===== src/fpd_map.svh =====
// timing constants and geometry for the fast-page dram controller
`ifndef FPD_MAP_SVH
`define FPD_MAP_SVH
`define FPD_CLK_MHZ 40
`define FPD_ADDR_W 10
`define FPD_DATA_W 4
`define FPD_ROWS 1024
`define FPD_T_RC_NS 160
`define FPD_T_PC_NS 50
`define FPD_T_RAS_MIN_NS 80
`define FPD_T_RASP_MAX_NS 125000
`define FPD_T_RCD_MIN_NS 25
`define FPD_T_RCD_MAX_NS 60
`define FPD_T_RP_NS 70
`define FPD_T_CP_NS 10
`define FPD_T_CAC_NS 20
`define FPD_T_CSR_NS 10
`define FPD_T_CHR_NS 15
`define FPD_T_REF_MS 16
`define FPD_T_PWRUP_US 100
`define FPD_INIT_CYCLES 8
`define FPD_CYC_MIN(ns) ((((ns) * `FPD_CLK_MHZ) + 999) / 1000)
`define FPD_CYC_MAX(ns) (((ns) * `FPD_CLK_MHZ) / 1000)
`endif


===== src/fpd_pkg.sv =====
// types shared by the fast-page dram controller
package fpd_pkg;
   typedef struct packed {
      logic rasN;
      logic casN;
      logic weN;
      logic oeN;
   } fpd_strobe_t;

   typedef struct packed {
      logic write;
      logic [9:0] row;
      logic [9:0] col;
      logic [3:0] wdata;
   } fpd_req_t;

   typedef enum {ST_PWRUP, ST_INIT, ST_IDLE, ST_RAS, ST_CAS, ST_CASHI, ST_PRE,
                 ST_CBR_CAS, ST_CBR_RAS} fpd_state_t;
endpackage : fpd_pkg

===== src/fpd_controller.sv =====
// host-side controller for a 1M x 4 fast-page dram
// Functional notes
// - page accesses toggle column strobe, row held
// - refresh 1024 rows every 16 ms
// - random cycles spaced at least 160 ns
// - page column cycles at least 50 ns
// - row active 80 ns up to 125 us
// - column strobe 25 to 60 ns after row
// - column low 10 ns before row for refresh
// - column held 15 ns after row in refresh
// - 100 us pause then eight row cycles
// - write enable high during refresh
`include "fpd_map.svh"
`timescale 1ns/1ps
module fpd_controller #(
   parameter int PWRUP_CYC = `FPD_T_PWRUP_US * `FPD_CLK_MHZ,
   parameter int REF_INTERVAL_CYC = (`FPD_T_REF_MS * 1000 * `FPD_CLK_MHZ) / `FPD_ROWS,
   parameter int RASP_MAX_CYC = `FPD_CYC_MAX(`FPD_T_RASP_MAX_NS)
) (
   // clock and reset
   input wire logic clock,
   input wire logic resetn,
   // user request side
   input wire logic reqValid,
   output logic reqReady,
   input wire fpd_pkg::fpd_req_t req,
   output logic rdValid,
   output logic [`FPD_DATA_W-1:0] rdData,
   output logic initDone,
   // dram pins
   output fpd_pkg::fpd_strobe_t strobe,
   output logic [`FPD_ADDR_W-1:0] multiplexedAddress,
   input wire logic [`FPD_DATA_W-1:0] dataPinsIn,
   output logic [`FPD_DATA_W-1:0] dataPinsOut,
   output logic dataPinsOe
);
   import fpd_pkg::*;

   localparam int CYC_RCD = `FPD_CYC_MIN(`FPD_T_RCD_MIN_NS);
   localparam int CYC_RCD_MAX = `FPD_CYC_MAX(`FPD_T_RCD_MAX_NS);
   localparam int CYC_CAC = `FPD_CYC_MIN(`FPD_T_CAC_NS) + 1;
   localparam int CYC_CAS_LO = `FPD_CYC_MIN(`FPD_T_PC_NS - `FPD_T_CP_NS);
   localparam int CYC_CP = `FPD_CYC_MIN(`FPD_T_CP_NS);
   localparam int CYC_RAS = `FPD_CYC_MIN(`FPD_T_RAS_MIN_NS);
   localparam int CYC_RP = `FPD_CYC_MIN(`FPD_T_RP_NS);
   localparam int CYC_RC = `FPD_CYC_MIN(`FPD_T_RC_NS);
   localparam int CYC_CSR = `FPD_CYC_MIN(`FPD_T_CSR_NS);
   localparam int CYC_CHR = `FPD_CYC_MIN(`FPD_T_CHR_NS);
   localparam int TW = 24;

   initial begin
      if (CYC_RCD > CYC_RCD_MAX) $error("fpd_controller: clock too slow for row-to-column window");
      if (PWRUP_CYC < 1 || REF_INTERVAL_CYC < 16 || RASP_MAX_CYC < 16) $error("fpd_controller: bad counts");
      if (PWRUP_CYC >= (1 << TW) || REF_INTERVAL_CYC >= (1 << TW)) $error("fpd_controller: count too wide");
   end

   fpd_state_t state_r;
   fpd_strobe_t strobe_r;
   logic [`FPD_ADDR_W-1:0] addr_r;
   logic [`FPD_DATA_W-1:0] wdata_r, rdData_r;
   logic [9:0] openRow_r;
   logic write_r, rdValid_r, dataOe_r, initDone_r, refPending_r;
   logic [3:0] initCount_r;
   logic [TW-1:0] refTimer_r, rasTimer_r;
   logic [`FPD_DATA_W-1:0] dinMeta_r, dinSync_r;
   logic load;
   logic [TW-1:0] loadValue;
   logic done;

   fpd_delay_counter #(.WIDTH(TW)) u_delay (
      .clock(clock),
      .resetn(resetn),
      .load(load),
      .value(loadValue),
      .done(done)
   );

   // pin data is asynchronous; sample through two flops
   always_ff @(posedge clock) begin
      dinMeta_r <= dataPinsIn;
      dinSync_r <= dinMeta_r;
   end

   // refresh interval: one row every 15.6 us keeps all rows fresh in 16 ms
   always_ff @(posedge clock) begin
      if (!resetn) begin
         refTimer_r <= '0;
         refPending_r <= 1'b0;
      end else begin
         if (refTimer_r == TW'(REF_INTERVAL_CYC - 1)) begin
            refTimer_r <= '0;
         end else begin
            refTimer_r <= refTimer_r + 1'b1;
         end
         // a new tick wins over the clear
         if (initDone_r && refTimer_r == TW'(REF_INTERVAL_CYC - 1)) begin
            refPending_r <= 1'b1;
         end else if (state_r == ST_CBR_CAS) begin
            refPending_r <= 1'b0;
         end
      end
   end

   // row-active time for page mode
   always_ff @(posedge clock) begin
      if (!resetn || strobe_r.rasN) begin
         rasTimer_r <= '0;
      end else if (rasTimer_r != '1) begin
         rasTimer_r <= rasTimer_r + 1'b1;
      end
   end

   // a page hit may continue while refresh idle and row time has margin
   logic pageHit;
   assign pageHit = reqValid && !refPending_r && req.row == openRow_r
                    && rasTimer_r < TW'(RASP_MAX_CYC - 2 * CYC_RC);
   assign reqReady = (state_r == ST_IDLE && !refPending_r) || (state_r == ST_CASHI && done && pageHit);

   // main sequencer
   always_ff @(posedge clock) begin
      if (!resetn) begin
         state_r <= ST_PWRUP;
         strobe_r <= '{rasN: 1'b1, casN: 1'b1, weN: 1'b1, oeN: 1'b1};
         addr_r <= '0;
         wdata_r <= '0;
         write_r <= 1'b0;
         dataOe_r <= 1'b0;
         openRow_r <= '0;
         initCount_r <= '0;
         initDone_r <= 1'b0;
         rdValid_r <= 1'b0;
         rdData_r <= '0;
         load <= 1'b1;
         loadValue <= TW'(PWRUP_CYC);
      end else begin
         load <= 1'b0;
         rdValid_r <= 1'b0;
         case (state_r)
            ST_PWRUP: begin
               if (done) begin
                  state_r <= ST_INIT;
               end
            end
            ST_INIT: begin
               // eight row-only cycles, write enable high
               if (done) begin
                  if (strobe_r.rasN) begin
                     if (initCount_r == 4'(`FPD_INIT_CYCLES)) begin
                        initDone_r <= 1'b1;
                        state_r <= ST_IDLE;
                     end else begin
                        strobe_r.rasN <= 1'b0;
                        load <= 1'b1;
                        loadValue <= TW'(CYC_RAS);
                     end
                  end else begin
                     strobe_r.rasN <= 1'b1;
                     initCount_r <= initCount_r + 1'b1;
                     load <= 1'b1;
                     loadValue <= TW'(CYC_RP);
                  end
               end
            end
            ST_IDLE: begin
               if (refPending_r) begin
                  // column falls first, write enable high
                  strobe_r.weN <= 1'b1;
                  strobe_r.casN <= 1'b0;
                  load <= 1'b1;
                  loadValue <= TW'(CYC_CSR);
                  state_r <= ST_CBR_CAS;
               end else if (reqValid) begin
                  // row address goes out on the same edge as the row fall
                  addr_r <= req.row;
                  openRow_r <= req.row;
                  write_r <= req.write;
                  wdata_r <= req.wdata;
                  strobe_r.rasN <= 1'b0;
                  load <= 1'b1;
                  loadValue <= TW'(CYC_RCD);
                  state_r <= ST_RAS;
                  addr_r <= req.row;
               end
            end
            ST_RAS: begin
               // column address presented now, column strobe drops on the same edge
               if (done) begin
                  addr_r <= req.col;
                  state_r <= ST_CAS;
                  strobe_r.casN <= 1'b0;
                  // early write: enable falls on the same edge as column
                  strobe_r.weN <= !write_r;
                  strobe_r.oeN <= write_r;
                  dataOe_r <= write_r;
                  load <= 1'b1;
                  loadValue <= TW'(CYC_CAS_LO > CYC_CAC ? CYC_CAS_LO : CYC_CAC);
               end
            end
            ST_CAS: begin
               // data sampled after column access time
               if (done) begin
                  if (!write_r) begin
                     rdData_r <= dinSync_r;
                     rdValid_r <= 1'b1;
                  end
                  // column rise releases device pins
                  strobe_r.casN <= 1'b1;
                  strobe_r.weN <= 1'b1;
                  strobe_r.oeN <= 1'b1;
                  dataOe_r <= 1'b0;
                  load <= 1'b1;
                  loadValue <= TW'(CYC_CP);
                  state_r <= ST_CASHI;
               end
            end
            ST_CASHI: begin
               if (done) begin
                  if (pageHit) begin
                     // page cycle keeps row low
                     addr_r <= req.col;
                     write_r <= req.write;
                     wdata_r <= req.wdata;
                     strobe_r.casN <= 1'b0;
                     strobe_r.weN <= !req.write;
                     strobe_r.oeN <= req.write;
                     dataOe_r <= req.write;
                     load <= 1'b1;
                     loadValue <= TW'(CYC_CAS_LO > CYC_CAC ? CYC_CAS_LO : CYC_CAC);
                     state_r <= ST_CAS;
                  end else if (rasTimer_r >= TW'(CYC_RAS)) begin
                     strobe_r.rasN <= 1'b1;
                     load <= 1'b1;
                     loadValue <= TW'(CYC_RC - CYC_RAS > CYC_RP ? CYC_RC - CYC_RAS : CYC_RP);
                     state_r <= ST_PRE;
                  end
               end
            end
            ST_PRE: begin
               if (done) begin
                  state_r <= ST_IDLE;
               end
            end
            ST_CBR_CAS: begin
               if (done) begin
                  if (strobe_r.rasN) begin
                     strobe_r.rasN <= 1'b0;
                     load <= 1'b1;
                     loadValue <= TW'(CYC_RAS > CYC_CHR ? CYC_RAS : CYC_CHR);
                     state_r <= ST_CBR_RAS;
                  end
               end
            end
            ST_CBR_RAS: begin
               if (done) begin
                  strobe_r.rasN <= 1'b1;
                  strobe_r.casN <= 1'b1;
                  load <= 1'b1;
                  loadValue <= TW'(CYC_RC - CYC_RAS > CYC_RP ? CYC_RC - CYC_RAS : CYC_RP);
                  state_r <= ST_PRE;
               end
            end
            default: begin
               state_r <= ST_IDLE;
            end
         endcase
      end
   end

   assign strobe = strobe_r;
   assign multiplexedAddress = addr_r;
   assign dataPinsOut = wdata_r;
   assign dataPinsOe = dataOe_r;
   assign rdData = rdData_r;
   assign rdValid = rdValid_r;
   assign initDone = initDone_r;
endmodule : fpd_controller


===== src/fpd_delay_counter.sv =====
// loadable down counter used for strobe phase timing; row-active time is counted apart
`timescale 1ns/1ps
module fpd_delay_counter #(
   parameter int WIDTH = 16
) (
   // clock and reset
   input wire logic clock,
   input wire logic resetn,
   // control
   input wire logic load,
   input wire logic [WIDTH-1:0] value,
   // status
   output logic done
);
   logic [WIDTH-1:0] count_r;

   initial begin
      if (WIDTH < 2) $error("fpd_delay_counter: WIDTH too small");
   end

   always_ff @(posedge clock) begin
      if (!resetn) begin
         count_r <= '0;
      end else if (load) begin
         count_r <= value;
      end else if (count_r != '0) begin
         count_r <= count_r - 1'b1;
      end
   end

   // load lands a cycle late, so ending at one makes a phase last value + 1 cycles
   assign done = (count_r[WIDTH-1:1] == '0) && !load;
endmodule : fpd_delay_counter


===== config.mk =====
export PLATFORM = sky130hd
export DESIGN_NAME = fpd_controller
export DESIGN_NICKNAME = d
export VERILOG_FILES = /design/src/fpd_pkg.sv /design/src/fpd_controller.sv /design/src/fpd_delay_counter.sv
export VERILOG_INCLUDE_DIRS = /design/src
export SDC_FILE = /design/constraint.sdc
export NUM_CORES = 1
export LEC_CHECK = 0
export BUFFER_PORTS_ARGS = -buffer_cell sky130_fd_sc_hd__buf_2
export CORE_MARGIN = 3
export CORE_UTILIZATION = 54
export CTS_CLUSTER_SIZE = 12
export DETAILED_ROUTE_END_ITERATION = 10
export GPL_TIMING_DRIVEN = 1
export PLACE_DENSITY = 0.87
export SYNTH_ARGS = -nofsm -noshare
export SYNTH_HDL_FRONTEND = slang
export SYNTH_SLANG_ARGS = --single-unit

===== constraint.sdc =====
create_clock -name clock -period 2.6 [get_ports clock]
set_input_delay 0.52 -clock clock [delete_from_list [all_inputs] [get_ports clock]]
set_output_delay 0.52 -clock clock [all_outputs]
set_load 0.02 [all_outputs]

# Yosys cells after proc, flatten, opt, wreduce, memory -nomap -nowiden
# Cells that the tools add are included.
totals:
  reg_bits: 178
  inputBits: 32
  output_inout_bits: 26
  word_cells: 192
op_classes:
  addsub: 4
  magnitude_cmp: 2
  n_eq_ne: 35
  mux: 83
  bitwise: 4
  reduce_logical: 42
ops:
  columns: ["op", "n"]
  rows:
  - ["$mux W32", 15]
  - ["$mux W24", 15]
  - ["$pmux W32 S9", 1]
  - ["$pmux W24 S7", 1]
  - ["$eq A32 B3 Y1 const B", 5]
  - ["$eq A32 B4 Y1 const B", 3]
  - ["$eq A32 B2 Y1 const B", 2]
  - ["$mux W10", 5]
  - ["$add A24 B1 Y24 const B", 2]
  - ["$ne A2 B2 Y1 const B", 17]
  - ["$eq A32 B1 Y1 const B", 1]
  - ["$logic_not A32 Y1", 1]
  - ["$pmux W10 S3", 1]
  - ["$mux W1", 27]
  - ["$eq A24 B10 Y1 const B", 1]
  - ["$ge A24 B3 Y1 const B", 1]
  - ["$lt A24 B13 Y1 const B", 1]
  - ["$ne A24 B24 Y1 const B", 1]
  - ["$reduce_bool A24 Y1", 1]
  - ["$sub A24 B1 Y24 const B", 1]
  - ["$logic_not A23 Y1", 1]
  - ["$mux W4", 5]
  - ["$pmux W1 S5", 3]
  - ["$reduce_and A13 Y1", 1]
  - ["other kinds (28)", 58]

# Depth between registers and ports, before layout
depth:
  word_depth: 7
  ltp_mapped: 9
  depth_no_buf: 8

# Modules after synthesis
# A second synthesis with hierarchy kept.
unflattened:
  cells_unflattened: 770
  area_unflattened_um2: 6470.0
modules_own_cells:
  columns: ["module", "n_inst", "cells_each", "area_per_inst_um2", "seq_area_each_um2"]
  rows:
  - ["fpd_controller", 1, 595, 5038.6, 2122.0]
  - ["fpd_delay_counter", 1, 175, 1431.4, 480.5]

# Least setup slack after synthesis
# OpenSTA, ideal clock, no wires.
synth_path:
  path_type: "reg-to-output"
  startpoint: "reg u_delay.count_r[7]"
  endpoint: "out reqReady"
  t_arrival_ps: 2193
  required_ps: 2080
  slack_ps: -113
  path_stages_with_launch: 7
  path_buffers: 2
  cell_sequence: "dfxtp_1 > or4_1 > buf_2 > or4_4 > nand2b_4 > buf_6 > o22ai_1"
synth_between:
  elab_chain_cells: 5
synth_rtl:
  columns: ["element", "line_no", "source"]
  rows:
  - ["from (decl)", "fpd_delay_counter.sv:15", "logic [WIDTH-1:0] count_r;"]
  - ["from (signal assigned)", "fpd_delay_counter.sv:25", "count_r <= value;"]
  - ["from (signal assigned)", "fpd_delay_counter.sv:27", "count_r <= count_r - 1'b1;"]
  - ["$logic_not A23 Y1", "fpd_delay_counter.sv:32", "assign done = (count_r[WIDTH-1:1] == '0) && !load;"]
  - ["$logic_and A1 B1 Y1", "fpd_delay_counter.sv:32", null]
  - ["$logic_and A1 B1 Y1 (2 in a row)", "fpd_controller.sv:117", "assign reqReady = (state_r == ST_IDLE && !refPending_r) || (state_r == ST_CASHI && done && pageHit);"]
  - ["$logic_or A1 B1 Y1", "fpd_controller.sv:117", null]
  - ["to (decl)", "fpd_controller.sv:25", "output logic reqReady,"]
# No other way between the ends.

# Worst setup path in the final report
layout_path:
  startpoint: "reg u_delay.count_r[2]"
  endpoint: "out reqReady"
# The elaborated chain is that of the path after synthesis.

==> results.sh <==
export IMPL_outcome="finished, violations left"
export IMPL_violations="negative setup slack"
export IMPL_min_period_ps=2760
export IMPL_grtUsageTotal_pct=24.6
export IMPL_r2r_cells=9
export IMPL_globalRouteOverflowTotal=0
export IMPL_htreeDepth=4
export IMPL_pwr_density_cell_mw_per_mm2=674
export IMPL_synth_edf_count=0
export IMPL_drv_cap=0
export IMPL_die_h_um=114
export IMPL_drc=0
export IMPL_cts_tree="built"
export IMPL_viasPerCell=5.91
export IMPL_synthArstFlopShare_pct=0
export IMPL_rows=38
export IMPL_clkSinkCount=130
export IMPL_crit_start="u_delay.count_r[2]"
export IMPL_fin_crit_sh_pct=106
export IMPL_hold_violations=0
export IMPL_multi_input_area_mm2=0.00363
export IMPL_synth_cell_types=59
export IMPL_peakVddDrop_uv=568
export IMPL_p_leak_nw=2.90
export IMPL_grt_setup_unrepaired="true"
export IMPL_vias=5889
export IMPL_fin_ws_ps=-157
export IMPL_ff_latch_area_mm2=0.00261
export IMPL_die_area_mm2=0.0130
export IMPL_dr_pass1_iters=5
export IMPL_coreArea_mm2=0.0111
export IMPL_setup_viol=12
export IMPL_stdcell_count=996
export IMPL_cts_buffers=17
export IMPL_area_growth_synth_to_final_pct=22.5
export IMPL_place_congestion=0.965
export IMPL_slowest_delay_ps=550
export IMPL_path_clk_slew_ps=60
export IMPL_reg2reg_slack_ps=-90
export IMPL_crit_path_frequent_cell="or4_4"
export IMPL_portBuffers=57
export IMPL_post_synth_top_count_cell="dfxtp_1"
export IMPL_dp_hpwl_mm=10.7
export IMPL_critPathLaunchType="flip-flop"
export IMPL_io_pins=58
export IMPL_nFillCells=846
export IMPL_synth_seq_area_share_pct=41.3
export IMPL_yosys_area_top_type_share_pct=41.3
export IMPL_cp_data_required_time_ps=2080
export IMPL_syn_inst=764
export IMPL_cts_root_buf="clkbuf_16"
export IMPL_syn_area_mm2=0.00630
export IMPL_routedWlPerCell_um=16.4
export IMPL_drtIter0Drc=382
export IMPL_placed_cells=957
export IMPL_clock_fmax_mhz=363
export IMPL_rr_startpoint="u_delay.count_r[2]"
export IMPL_cp_end_kind="primary output"
export IMPL_rr_endpoint="rdData[1]"
export IMPL_synth_fp_nets=802
export IMPL_clock_skew_ps=7.19
export IMPL_grt_pass1_wl_mm=26.0
export IMPL_hold_path_class="in -> reg"
export IMPL_ys_seq_elements=130
export IMPL_ctsHoldBuffers=0
export IMPL_dpl_worst_slack_ps=-86.1
export IMPL_antenna_found_initial=0
export IMPL_clock_path_buffers=2
export IMPL_worst_path_buf_inv=1
export IMPL_relSlewSlack_pct=56.6
export IMPL_grt_max_degree=25
export IMPL_whs_path_depth=1
export IMPL_routed_wl_mm=16.3
export IMPL_crit_family="simple AND/OR/NAND/NOR gates"
export IMPL_die_x_um=114
export IMPL_slowest_stage="or4_4"
export IMPL_clock_latency_ps=420
export IMPL_synthTopCellsByCount="dfxtp_1, nor2_1, nand2_1, a21oi_1"
export IMPL_synth_top_area_cell="dfxtp_1"
export IMPL_min_from="dataPinsIn[2]"
export IMPL_ys_flop_type="dfxtp_1"
export IMPL_synthTopCellsByArea="dfxtp_1, nor2_1, nand2_1"
export IMPL_ant_nets=0
export IMPL_critPathMaxFanout=2
export IMPL_fin_nets=883
export IMPL_n_antenna_cell=0
export IMPL_worstMarginPinSlew_ps=644
export IMPL_drive_gt1_share_pct=19.9
export IMPL_syn_avg_cell_area_um2=8.25
export IMPL_cp_cell_sequence="or4_4 -> or4_4 -> nand2b_4 -> o22ai_2 -> buf_6"
export IMPL_grt_pass1_vias=5559
export IMPL_hold_end="dinMeta_r[2]"
export IMPL_crit_type="reg -> out"
export IMPL_cp_arrival_ps=2240
export IMPL_start_util_pct=56.6
export IMPL_ys_warn_count=0
export IMPL_drv_slew=0
==> worst max-delay path by stage <==
stage / to / slack (ps) / cells after the start
2_1_floorplan: reqReady / 10 / 6
3_3_place_gp: state_r[0] / 60 / 6
3_5_place_dp: state_r[3] / -90 / 6
4_1_cts: reqReady / -140 / 5
5_1_grt: reqReady / -260 / 7
6_report: reqReady / -160 / 5
==> cells by family (layout without fill, tap and decap cells) <==
| family | Yosys count | count (layout) | share of synthesized area [%] |
|---|---|---|---|
| and+or+nand+nor | 363 | 363 | 28.6 |
| DFF | 130 | 130 | 41.3 |
| AOI/OAI and AO/OA | 121 | 121 | 12.7 |
| xor gates and xnor gates | 73 | 73 | 10.1 |
| buffers and inverters | 55 | 147 | 3.45 |
| muxes | 16 | 16 | 2.56 |
| adders and majority gates | 6 | 6 | 1.19 |
==> routing by layer <==
layer | GRT usage (%) | vias up | share of wire [%]
met3 | 5.62 | 44 | 5.6
met1 | 31.6 | 2760 | 44
met2 | 40.4 | 223 | 48
li1 | - | 2862 | -
met4 | 9.42 | 0 | 2.5
met5 | 0 | - | 0
==> cells in the final DEF, fill, tap and decap left out, drive strengths merged, types with 5 or more instances in the layout <==
cell	count
a21oi	45
a311oi	11
and3	7
and4	7
buf	104
clkbuf	20
dfxtp	130
ha	6
inv	15
mux2i	15
nand2	93
nand2b	7
nand3	37
nand4	21
nor2	98
nor2b	8
nor3	25
nor4	19
o211ai	5
o21a	6
o21ai	19
or3	10
or4	10
xnor2	36
xor2	37
==> metrics by stage <==
step | setup TNS [ps] | util, % | instance area [um2] | hold WS, ps | power [mW]
final | -873 | 69.4 | 7720 | 202 | 5.20
after global routing | -1810 | 69.4 | 7720 | 188 | 5.38
after CTS | -143 | 67.8 | 7540 | 193 | 5.16
after detailed placement | -147 | 61.9 | 6890 | 313 | 2.78
after global placement | 0 | 61.9 | 6890 | 312 | 2.78
after floorplan | 0 | - | 6310 | 310 | 2.59
==> registers in the layout (all words and copies together) (netlist names) <==
signal,cells
dataPinsOe,1
initDone,1
dataPinsOut,4
refPending_r,1
multiplexedAddress,10
write_r,1
loadValue,4
strobe,4
rdData,4
initCount_r,4
rasTimer_r,24
u_delay.count_r,24
load,1
rdValid,1
openRow_r,10
dinSync_r,4
dinMeta_r,4
refTimer_r,24
state_r,4
==> timing repair <==
| item | 4_1_cts | 5_1_grt |
|---|---|---|
| setup buffers | 3 | 5 |
| gates cloned | 0 | 1 |
| endpoints found under the setup margin | 5 | 27 |
| pin swaps | 3 | 10 |
| resized for setup | 13 | 31 |
==> report_power, final <==
| part | internal (mW) | switching [mW] | leakage (nW) | total, mW |
|---|---|---|---|---|
| logic | 0.311 | 0.422 | 1.57 | 0.733 |
| registers | 2.05 | 0.0616 | 1.06 | 2.11 |
| clock network | 1.46 | 0.892 | 0.280 | 2.36 |
==> final cells by class <==
| class | count | share of cell area, % |
|---|---|---|
| Inverter | 13 | 0.632 |
| Sequential cell | 130 | 33.8 |
| Clock buffer | 20 | 5.92 |
| Timing Repair Buffer | 104 | 8.66 |
| Clock inverter | 10 | 1.65 |
| Tap cell | 140 | 2.27 |
| Multi-Input combinational cell | 579 | 47.1 |
Power figures use the tool's default switching activity.
